===== src/cct_pkg.sv =====
package cct_pkg;
  localparam int          CNT_W       = 16;
  localparam logic [15:0] CNT_RESET   = 16'hfffc;
  localparam logic [15:0] CNT_TOP     = 16'hffff;
  localparam logic [15:0] CNT_STEP    = 16'h0001;
  localparam int          SYNC_STAGES = 3;
  localparam int          PRE_W       = 3;
  localparam int          NUM_CAP     = 2;
  localparam int          SR_CAP0_BIT = 7;
  localparam int          SR_CAP1_BIT = 6;
  localparam int          SR_OVF_BIT  = 5;
  localparam logic        EDGE_RISE   = 1'b1;
  localparam logic [7:0]  SR_RESET    = 8'h00;

  // clock select encoding of the counter source
  typedef enum logic [1:0] {
    CLK_DIV4 = 2'b00,
    CLK_DIV2 = 2'b01,
    CLK_DIV8 = 2'b10,
    CLK_EXT  = 2'b11
  } cct_clk_sel_e;

  typedef struct packed {
    cct_clk_sel_e clk_sel;
    logic         ext_edge_select;
    logic [1:0]   capture_edge_select_n;
    logic         overflow_irq_enable;
    logic         overflow_irq_route;
    logic         capture_irq_enable;
    logic         capture_irq_route;
    logic         global_irq_route;
  } cct_cfg_s;

  typedef struct packed {
    logic       rd_count_high_byte;
    logic       rd_count_low_byte;
    logic       rd_alt_count_high_byte;
    logic       rd_alt_count_low_byte;
    logic       wr_count_low_byte;
    logic       wr_alt_count_low_byte;
    logic       rd_status_register;
    logic [1:0] rd_capture_high_byte_n;
    logic [1:0] rd_capture_low_byte_n;
    logic [1:0] wr_capture_low_byte_n;
  } cct_acc_s;

  typedef struct packed {
    logic [15:0]      count;
    logic [7:0]       lo_buf;
    logic             buffered;
    logic             ovf_flag;
    logic             ovf_arm;
    logic [1:0][15:0] cap;
    logic [1:0]       cap_flag;
    logic [1:0]       cap_arm;
    logic [1:0]       cap_inhibit;
    logic [7:0]       rd_data;
    logic             rd_valid;
  } cct_state_s;
endpackage


===== src/cct_timer.sv =====
// How it works
// a 16-bit free-running up-counter advanced by the prescaler tick
// internal clock divided by 2, 4 or 8 feeds the counter
// select 00 gives /4, 01 gives /2, 10 gives /8, 11 external
// writing either counter low byte reloads the counter with fffc
// both counter pairs read the same; alternate low never clears overflow
// high byte read first buffers the low byte until the low read
// a low read outside a sequence returns the live low byte
// a wrap from ffff to 0000 sets the overflow flag
// overflow interrupt only with enable and its route or global route
// overflow flag clears after status read then counter low access
// counting continues in wait, stops in halt, reset restarts it
// reset loads the counter with fffc
// external pin counts only when select is 11, on chosen edge
// counter updates synchronous to the core clock edge
// external clock edges at least four core clocks apart
// each capture pin edge latches the count and sets its flag
// each capture channel has its own rising or falling edge select
// capture interrupt only with enable and its route or global route
// capture flag clears after status read then capture low access
// a capture high read blocks transfers until the low read
// capture registers are read-only and hold the latest capture
// three separate interrupts, or one global interrupt replacing them; the compare interrupt is tied low and never fires
`timescale 1ns/100ps
module cct_timer (
  input  wire logic              i_sys_clk,
  input  wire logic              i_srst,
  input  wire cct_pkg::cct_cfg_s i_cfg,
  input  wire cct_pkg::cct_acc_s i_acc,
  input  wire logic              i_halt,
  input  wire logic              i_external_count_input,
  input  wire logic [1:0]        i_capture_pin_n,
  output logic [7:0]             o_rd_data,
  output logic                   o_rd_valid,
  output logic [15:0]            o_count,
  output logic                   o_overflow_flag,
  output logic [1:0]             o_capture_flag_n,
  output logic                   o_overflow_irq,
  output logic                   o_capture_irq,
  output logic                   o_compare_irq,
  output logic                   o_timer_global_irq
);
  cct_pkg::cct_state_s state_reg;
  cct_pkg::cct_state_s state_next;
  logic                pre_tick;
  logic                ext_edge;
  logic [1:0]          cap_edge;
  logic                tick;
  logic                wrap;
  logic                cnt_low_acc;
  logic                ovf_req;
  logic                cap_req;
  logic                glb;
  logic                cnt_load;
  logic                hi_any;
  logic                lo_any;
  logic                lo_only;

  cct_prescaler #(
    .PRE_W (cct_pkg::PRE_W)
  ) u_pre (
    .i_sys_clk (i_sys_clk),
    .i_srst    (i_srst),
    .i_clk_sel (i_cfg.clk_sel),
    .i_halt    (i_halt),
    .o_tick    (pre_tick)
  );

  cct_pin_sync u_ext (
    .i_sys_clk  (i_sys_clk),
    .i_srst     (i_srst),
    .i_pin      (i_external_count_input),
    .i_rise_sel (i_cfg.ext_edge_select),
    .o_edge     (ext_edge)
  );

  genvar gi;
  generate
    for (gi = 0; gi < cct_pkg::NUM_CAP; gi++) begin : g_cap
      cct_pin_sync u_cap (
        .i_sys_clk  (i_sys_clk),
        .i_srst     (i_srst),
        .i_pin      (i_capture_pin_n[gi]),
        .i_rise_sel (i_cfg.capture_edge_select_n[gi]),
        .o_edge     (cap_edge[gi])
      );
    end
  endgenerate

  // halt freezes the count; wait mode has no input and never stops it
  assign tick = !i_halt && ((i_cfg.clk_sel == cct_pkg::CLK_EXT) ?
                ext_edge : pre_tick);
  assign wrap = tick && (state_reg.count == cct_pkg::CNT_TOP);
  assign cnt_low_acc = i_acc.rd_count_low_byte || i_acc.wr_count_low_byte;
  assign cnt_load = i_acc.wr_count_low_byte || i_acc.wr_alt_count_low_byte;
  assign hi_any   = i_acc.rd_count_high_byte || i_acc.rd_alt_count_high_byte;
  assign lo_any   = i_acc.rd_count_low_byte || i_acc.rd_alt_count_low_byte;
  assign lo_only  = lo_any && !hi_any;

  always_comb begin
    state_next = state_reg;
    state_next.rd_valid = 1'b0;

    // counter: a reload wins over a tick in the same cycle
    if (i_acc.wr_count_low_byte || i_acc.wr_alt_count_low_byte) begin
      state_next.count = cct_pkg::CNT_RESET;
    end else if (tick) begin
      state_next.count = state_reg.count + cct_pkg::CNT_STEP;
    end

    // read port, one strobe at a time; earlier strobes take priority, except that a capture channel 1 strobe wins over channel 0
    if (i_acc.rd_count_high_byte || i_acc.rd_alt_count_high_byte) begin
      state_next.rd_data  = state_reg.count[15:8];
      state_next.rd_valid = 1'b1;
      if (!state_reg.buffered) begin
        state_next.lo_buf   = state_reg.count[7:0];
        state_next.buffered = 1'b1;
      end
    end else if (i_acc.rd_count_low_byte ||
                 i_acc.rd_alt_count_low_byte) begin
      state_next.rd_data  = state_reg.buffered ? state_reg.lo_buf
                            : state_reg.count[7:0];
      state_next.rd_valid = 1'b1;
      state_next.buffered = 1'b0;
    end else if (i_acc.rd_status_register) begin
      state_next.rd_data = cct_pkg::SR_RESET;
      state_next.rd_data[cct_pkg::SR_CAP0_BIT] = state_reg.cap_flag[0];
      state_next.rd_data[cct_pkg::SR_CAP1_BIT] = state_reg.cap_flag[1];
      state_next.rd_data[cct_pkg::SR_OVF_BIT]  = state_reg.ovf_flag;
      state_next.rd_valid = 1'b1;
    end else begin
      for (int i = 0; i < cct_pkg::NUM_CAP; i++) begin
        if (i_acc.rd_capture_high_byte_n[i]) begin
          state_next.rd_data  = state_reg.cap[i][15:8];
          state_next.rd_valid = 1'b1;
        end else if (i_acc.rd_capture_low_byte_n[i]) begin
          state_next.rd_data  = state_reg.cap[i][7:0];
          state_next.rd_valid = 1'b1;
        end
      end
    end

    // overflow flag: status read arms, counter low access clears,
    // a wrap in the same cycle wins over the clear
    if (i_acc.rd_status_register) begin
      state_next.ovf_arm = state_reg.ovf_flag;
    end
    if (state_reg.ovf_arm && cnt_low_acc) begin
      state_next.ovf_flag = 1'b0;
      state_next.ovf_arm  = 1'b0;
    end
    if (wrap) begin
      state_next.ovf_flag = 1'b1;
    end

    for (int i = 0; i < cct_pkg::NUM_CAP; i++) begin
      if (i_acc.rd_capture_high_byte_n[i]) begin
        state_next.cap_inhibit[i] = 1'b1;
      end else if (i_acc.rd_capture_low_byte_n[i]) begin
        state_next.cap_inhibit[i] = 1'b0;
      end
      if (i_acc.rd_status_register) begin
        state_next.cap_arm[i] = state_reg.cap_flag[i];
      end
      if (state_reg.cap_arm[i] && (i_acc.rd_capture_low_byte_n[i] ||
          i_acc.wr_capture_low_byte_n[i])) begin
        state_next.cap_flag[i] = 1'b0;
        state_next.cap_arm[i]  = 1'b0;
      end
      // a write to the capture low byte never alters the value
      if (cap_edge[i] && !state_reg.cap_inhibit[i]) begin
        state_next.cap[i]      = state_reg.count;
        state_next.cap_flag[i] = 1'b1;
      end
    end
  end

  always_ff @(posedge i_sys_clk) begin
    if (i_srst) begin
      state_reg          <= '0;
      state_reg.count    <= cct_pkg::CNT_RESET;
    end else begin
      state_reg <= state_next;
    end
  end

  // interrupt routing
  assign glb     = i_cfg.global_irq_route;
  assign ovf_req = state_reg.ovf_flag && i_cfg.overflow_irq_enable;
  assign cap_req = (|state_reg.cap_flag) && i_cfg.capture_irq_enable;
  assign o_overflow_irq = !glb && ovf_req &&
                          i_cfg.overflow_irq_route;
  assign o_capture_irq  = !glb && cap_req &&
                          i_cfg.capture_irq_route;
  assign o_compare_irq  = 1'b0;
  assign o_timer_global_irq = glb && (ovf_req || cap_req);

  assign o_rd_data        = state_reg.rd_data;
  assign o_rd_valid       = state_reg.rd_valid;
  assign o_count          = state_reg.count;
  assign o_overflow_flag  = state_reg.ovf_flag;
  assign o_capture_flag_n = state_reg.cap_flag;
endmodule


===== src/cct_pin_sync.sv =====
`timescale 1ns/100ps
module cct_pin_sync (
  input  wire logic i_sys_clk,
  input  wire logic i_srst,
  input  wire logic i_pin,
  input  wire logic i_rise_sel,
  output logic      o_edge
);
  logic [cct_pkg::SYNC_STAGES-1:0] sync_reg;
  logic                            level_reg;
  logic                            agree;

  // stage 0 feeds stage 1 only; a change counts once stages 1 and 2 agree
  assign agree  = sync_reg[1] == sync_reg[2];
  assign o_edge = agree && (sync_reg[2] != level_reg) &&
                  (sync_reg[2] == i_rise_sel);

  always_ff @(posedge i_sys_clk) begin
    if (i_srst) begin
      sync_reg  <= '0;
      level_reg <= 1'b0;
    end else begin
      sync_reg <= {sync_reg[cct_pkg::SYNC_STAGES-2:0], i_pin};
      if (agree) begin
        level_reg <= sync_reg[2];
      end
    end
  end
endmodule


===== src/cct_prescaler.sv =====
`timescale 1ns/100ps
module cct_prescaler #(
  parameter int PRE_W = cct_pkg::PRE_W
) (
  input  wire logic                 i_sys_clk,
  input  wire logic                 i_srst,
  input  wire cct_pkg::cct_clk_sel_e i_clk_sel,
  input  wire logic                 i_halt,
  output logic                      o_tick
);
  logic [PRE_W-1:0] div_reg;
  logic [PRE_W-1:0] div_next;

  always_comb begin
    div_next = i_halt ? div_reg : div_reg + PRE_W'(1);
    case (i_clk_sel)
      cct_pkg::CLK_DIV2: o_tick = !i_halt && div_reg[0];
      cct_pkg::CLK_DIV4: o_tick = !i_halt && &div_reg[1:0];
      cct_pkg::CLK_DIV8: o_tick = !i_halt && &div_reg[2:0];
      default:           o_tick = 1'b0;
    endcase
  end

  always_ff @(posedge i_sys_clk) begin
    if (i_srst) begin
      div_reg <= '0;
    end else begin
      div_reg <= div_next;
    end
  end
endmodule


===== config.mk =====
export PLATFORM = sky130hd
export DESIGN_NAME = cct_timer
export DESIGN_NICKNAME = d
export VERILOG_FILES = /design/src/cct_pkg.sv /design/src/cct_timer.sv /design/src/cct_pin_sync.sv /design/src/cct_prescaler.sv
export SDC_FILE = /design/constraint.sdc
export NUM_CORES = 1
export LEC_CHECK = 0
export BUFFER_PORTS_ARGS = -buffer_cell sky130_fd_sc_hd__buf_4
export CORE_UTILIZATION = 61
export CTS_CLUSTER_SIZE = 12
export DETAILED_ROUTE_END_ITERATION = 16
export GPL_ROUTABILITY_DRIVEN = 0
export HOLD_SLACK_MARGIN = 0.08
export PLACE_DENSITY = 0.95
export SETUP_SLACK_MARGIN = 0.02
export SLEW_MARGIN = 20
export SYNTH_ARGS = -nofsm -noshare
export SYNTH_HDL_FRONTEND = slang
export SYNTH_HIERARCHICAL = 1
export SYNTH_SLANG_ARGS = --single-unit
export TNS_END_PERCENT = 50

===== constraint.sdc =====
create_clock -name i_sys_clk -period 3.8 [get_ports i_sys_clk]
set_input_delay 0.76 -clock i_sys_clk [delete_from_list [all_inputs] [get_ports i_sys_clk]]
set_output_delay 0.76 -clock i_sys_clk [all_outputs]
set_load 0.005 [all_outputs]

==> out/qor.yml <==
sta:
  final_hold_viol_count: 0
  period_needed_ps: 2420
  hold-worst-slack_ps: 444
  skew_ps: 11.1
  fin_tns_setup_ps: 0
  period_share_pct: 63.7
  finalMaxSlewViolations: 0
  rsz0062_at_grt: "false"
  setup_slack_ps: 1380
  worstMarginPinSlew_ps: 723
  setup_viol: 0
  max_freq_mhz: 413
  slew_headroom_pct: 51.2
pwr:
  p_leak_nw: 1.77
  ir_drop_mv: 0.324
  totalPowerFinal_mw: 1.83
  power-per-cell-area_mw_per_mm2: 396
floorplan:
  dieArea_sq_mm: 0.00719
  die_w_um: 84.8
  die_h_um: 84.8
  start_util_pct: 64.4
  coreArea_sq_mm: 0.00649
  rows: 29
  ios: 61
routing:
  viasPerCell: 6.31
  drcViolationCount: 5
  vias: 3859
  drt-initial-drc-count: 451
  dr.pass1.iters: 11
  postRouteAntennaNets: 0
  wire_per_inst_um: 17.2
  wirelength_mm: 10.5
cells_and_area:
  final_core_util_pct: 71.0
  fin_nets: 563
  largest_register_ffs: 46
  synthToLayoutAreaGrowth_pct: 10.3
  instances_no_fill: 612
  fillers: 462
  diodes: 0
  drive_gt1_share_pct: 16.4
  fin_area_sq_mm: 0.00461
yosys:
  ys_ff_latch: 89
  synth_top_area_share_pct: 42.6
  async_reset_ff_share_pct: 0
  synth_most_common_cell: "nand2_1"
  synth.distinct_cells: 49
  syn_area_per_cell_sq_um: 8.11
  yosys_most_used_dff: "dfxtp_1"
  synth.area.top_cells: "dfxtp_1 (43%), nand2_1 (10%), a21oi_1 (7.2%)"
  yosysSeqAreaShare_pct: 42.6
  yosys.area.top_type: "dfxtp_1"
  ys_top_cells_by_count: "nand2_1 (114), dfxtp_1 (89), a21oi_1 (60), buf_4 (27), o21ai_0 (26)"
  synth_edf_count: 0
  syn_area_sq_mm: 0.00418
  syn_inst: 516
  syn_nets: 548
  yosysWarningCount: 6
grt:
  grt_pass1_vias: 3493
  grt_pass1_wl_mm: 16.7
  antenna_found_initial: 0
  grt_max_degree: 69
  track_usage_pct: 30.1
  grt-ovfl-total: 0
clocking:
  cts_max_level: 3
  cts_tree: "done"
  cts_buffers: 9
  cts_buffer_depth: 2
  clk_latency_ps: 360
  cts_sinks: 89
  clk_pin_slew_ps: 90
  cts_setup_buffers: 0
  cts_hold_buffers: 0
  cts_root_buffer: "clkbuf_8"
  cts_resized: 0
place:
  place_ws_ps: 1130
  placedCellCount: 597
  hpwl_mm: 7.11
  io_buffer_count: 59
  place_area_sq_mm: 0.00439
job:
  max_cap_viol_count: 0
status:
  violations: "design-rule violations"
  outcome: "finished, violations left"
setup_path:
  cp_data_required_time_ps: 4090
  cp-start-kind: "flop"
  reg2reg_slack_ps: 1380
  r2r_cells: 8
  arrival_ps: 2710
  worst-setup-path-type: "flop to flop"
  reg2reg_from: "u_pre/div_reg[0]$_SDFFE_PP0N_"
  cp_max_fo: 6
  worstReg2RegEnd: "o_overflow_flag$_SDFFE_PP0P_"
  end_kind: "flop"
min_path:
  hold_end: "g_cap[1].u_cap/sync_reg[1]$_SDFF_PP0_"
  hp-start: "g_cap[1].u_cap/sync_reg[0]$_SDFF_PP0_"
  hp-class: "flop to flop"
  min_path_cells: 1
==> how the worst max path moves through the flow <==
stage / end / from / slack, ps
3_3_place_gp: o_count[15]$_SDFFE_PP1P_ / i_cfg[7] / 1230
3_5_place_dp: o_count[13]$_SDFFE_PP1P_ / i_cfg[7] / 1130
6_report: o_overflow_flag$_SDFFE_PP0P_ / u_pre/div_reg[0]$_SDFFE_PP0N_ / 1380
4_1_cts: o_count[13]$_SDFFE_PP1P_ / u_pre/div_reg[0]$_SDFFE_PP0N_ / 1410
2_1_floorplan: o_count[9]$_SDFFE_PP1P_ / i_cfg[7] / 1430
5_1_grt: o_overflow_flag$_SDFFE_PP0P_ / u_pre/div_reg[0]$_SDFFE_PP0N_ / 1270
==> cell families (layout without fill, tap and decap cells) <==
kind of cell / after synthesis / in the layout / share of synthesized area [%]
fa+ha+maj: 3 / 3 / 0.897
mux: 15 / 15 / 3.68
buf+inv: 72 / 91 / 9.90
other cells: 1 / 1 / 0.0897
compound gates: 129 / 129 / 18.7
flops: 89 / 89 / 42.6
simple gates: 203 / 203 / 23.3
xor+xnor: 4 / 4 / 0.838
==> layout by cell type, fill, tap and decap left out, drive strengths merged, types with 3 or more instances in the layout <==
cell,count
a21oi,60
a221oi,8
and3,4
buf,63
clkbuf,11
dfxtp,89
ha,3
inv,13
mux2,3
mux2i,12
nand2,114
nand3,16
nand4b,3
nor2,26
nor2b,11
o211ai,11
o21ai,26
o2bb2ai,8
o31ai,7
or3,4
or4,7
or4b,3
or4bb,3
==> layer usage <==
metal / wire [um] / global-route usage, % / up-vias
li1: - / - / 1790
met1: 4050 / 36.4 / 1794
met2: 5090 / 49.2 / 220
met3: 893 / 7.08 / 55
met4: 515 / 16.8 / 0
met5: 0 / 0 / -
==> critical path, stage by stage, from the launching register on <==
cell	delay [ps]
dfxtp_1	390
ha_1	220
ha_1	180
nand4bb_1	110
o31ai_1	90
a21boi_0	390
o2111ai_1	280
or4_1	540
a21oi_1	160
==> final cells by class <==
type	instances	area (sq um)	share of cell area, %
Sequential cell	89	1780	38.6
Inverter	13	48.8	1.06
Clock buffer	11	151	3.28
Multi-Input combinational cell	355	1990	43.1
Clock inverter	4	76.3	1.65
Tap cell	77	96.3	2.09
Timing Repair Buffer	63	473	10.2
==> power breakdown <==
group          switching [mW]  total (mW)  internal (mW)
sequential             0.0163       0.970          0.954
clock                   0.324       0.728          0.404
combinational          0.0728       0.130         0.0570
(Power assumes the default switching activity.)
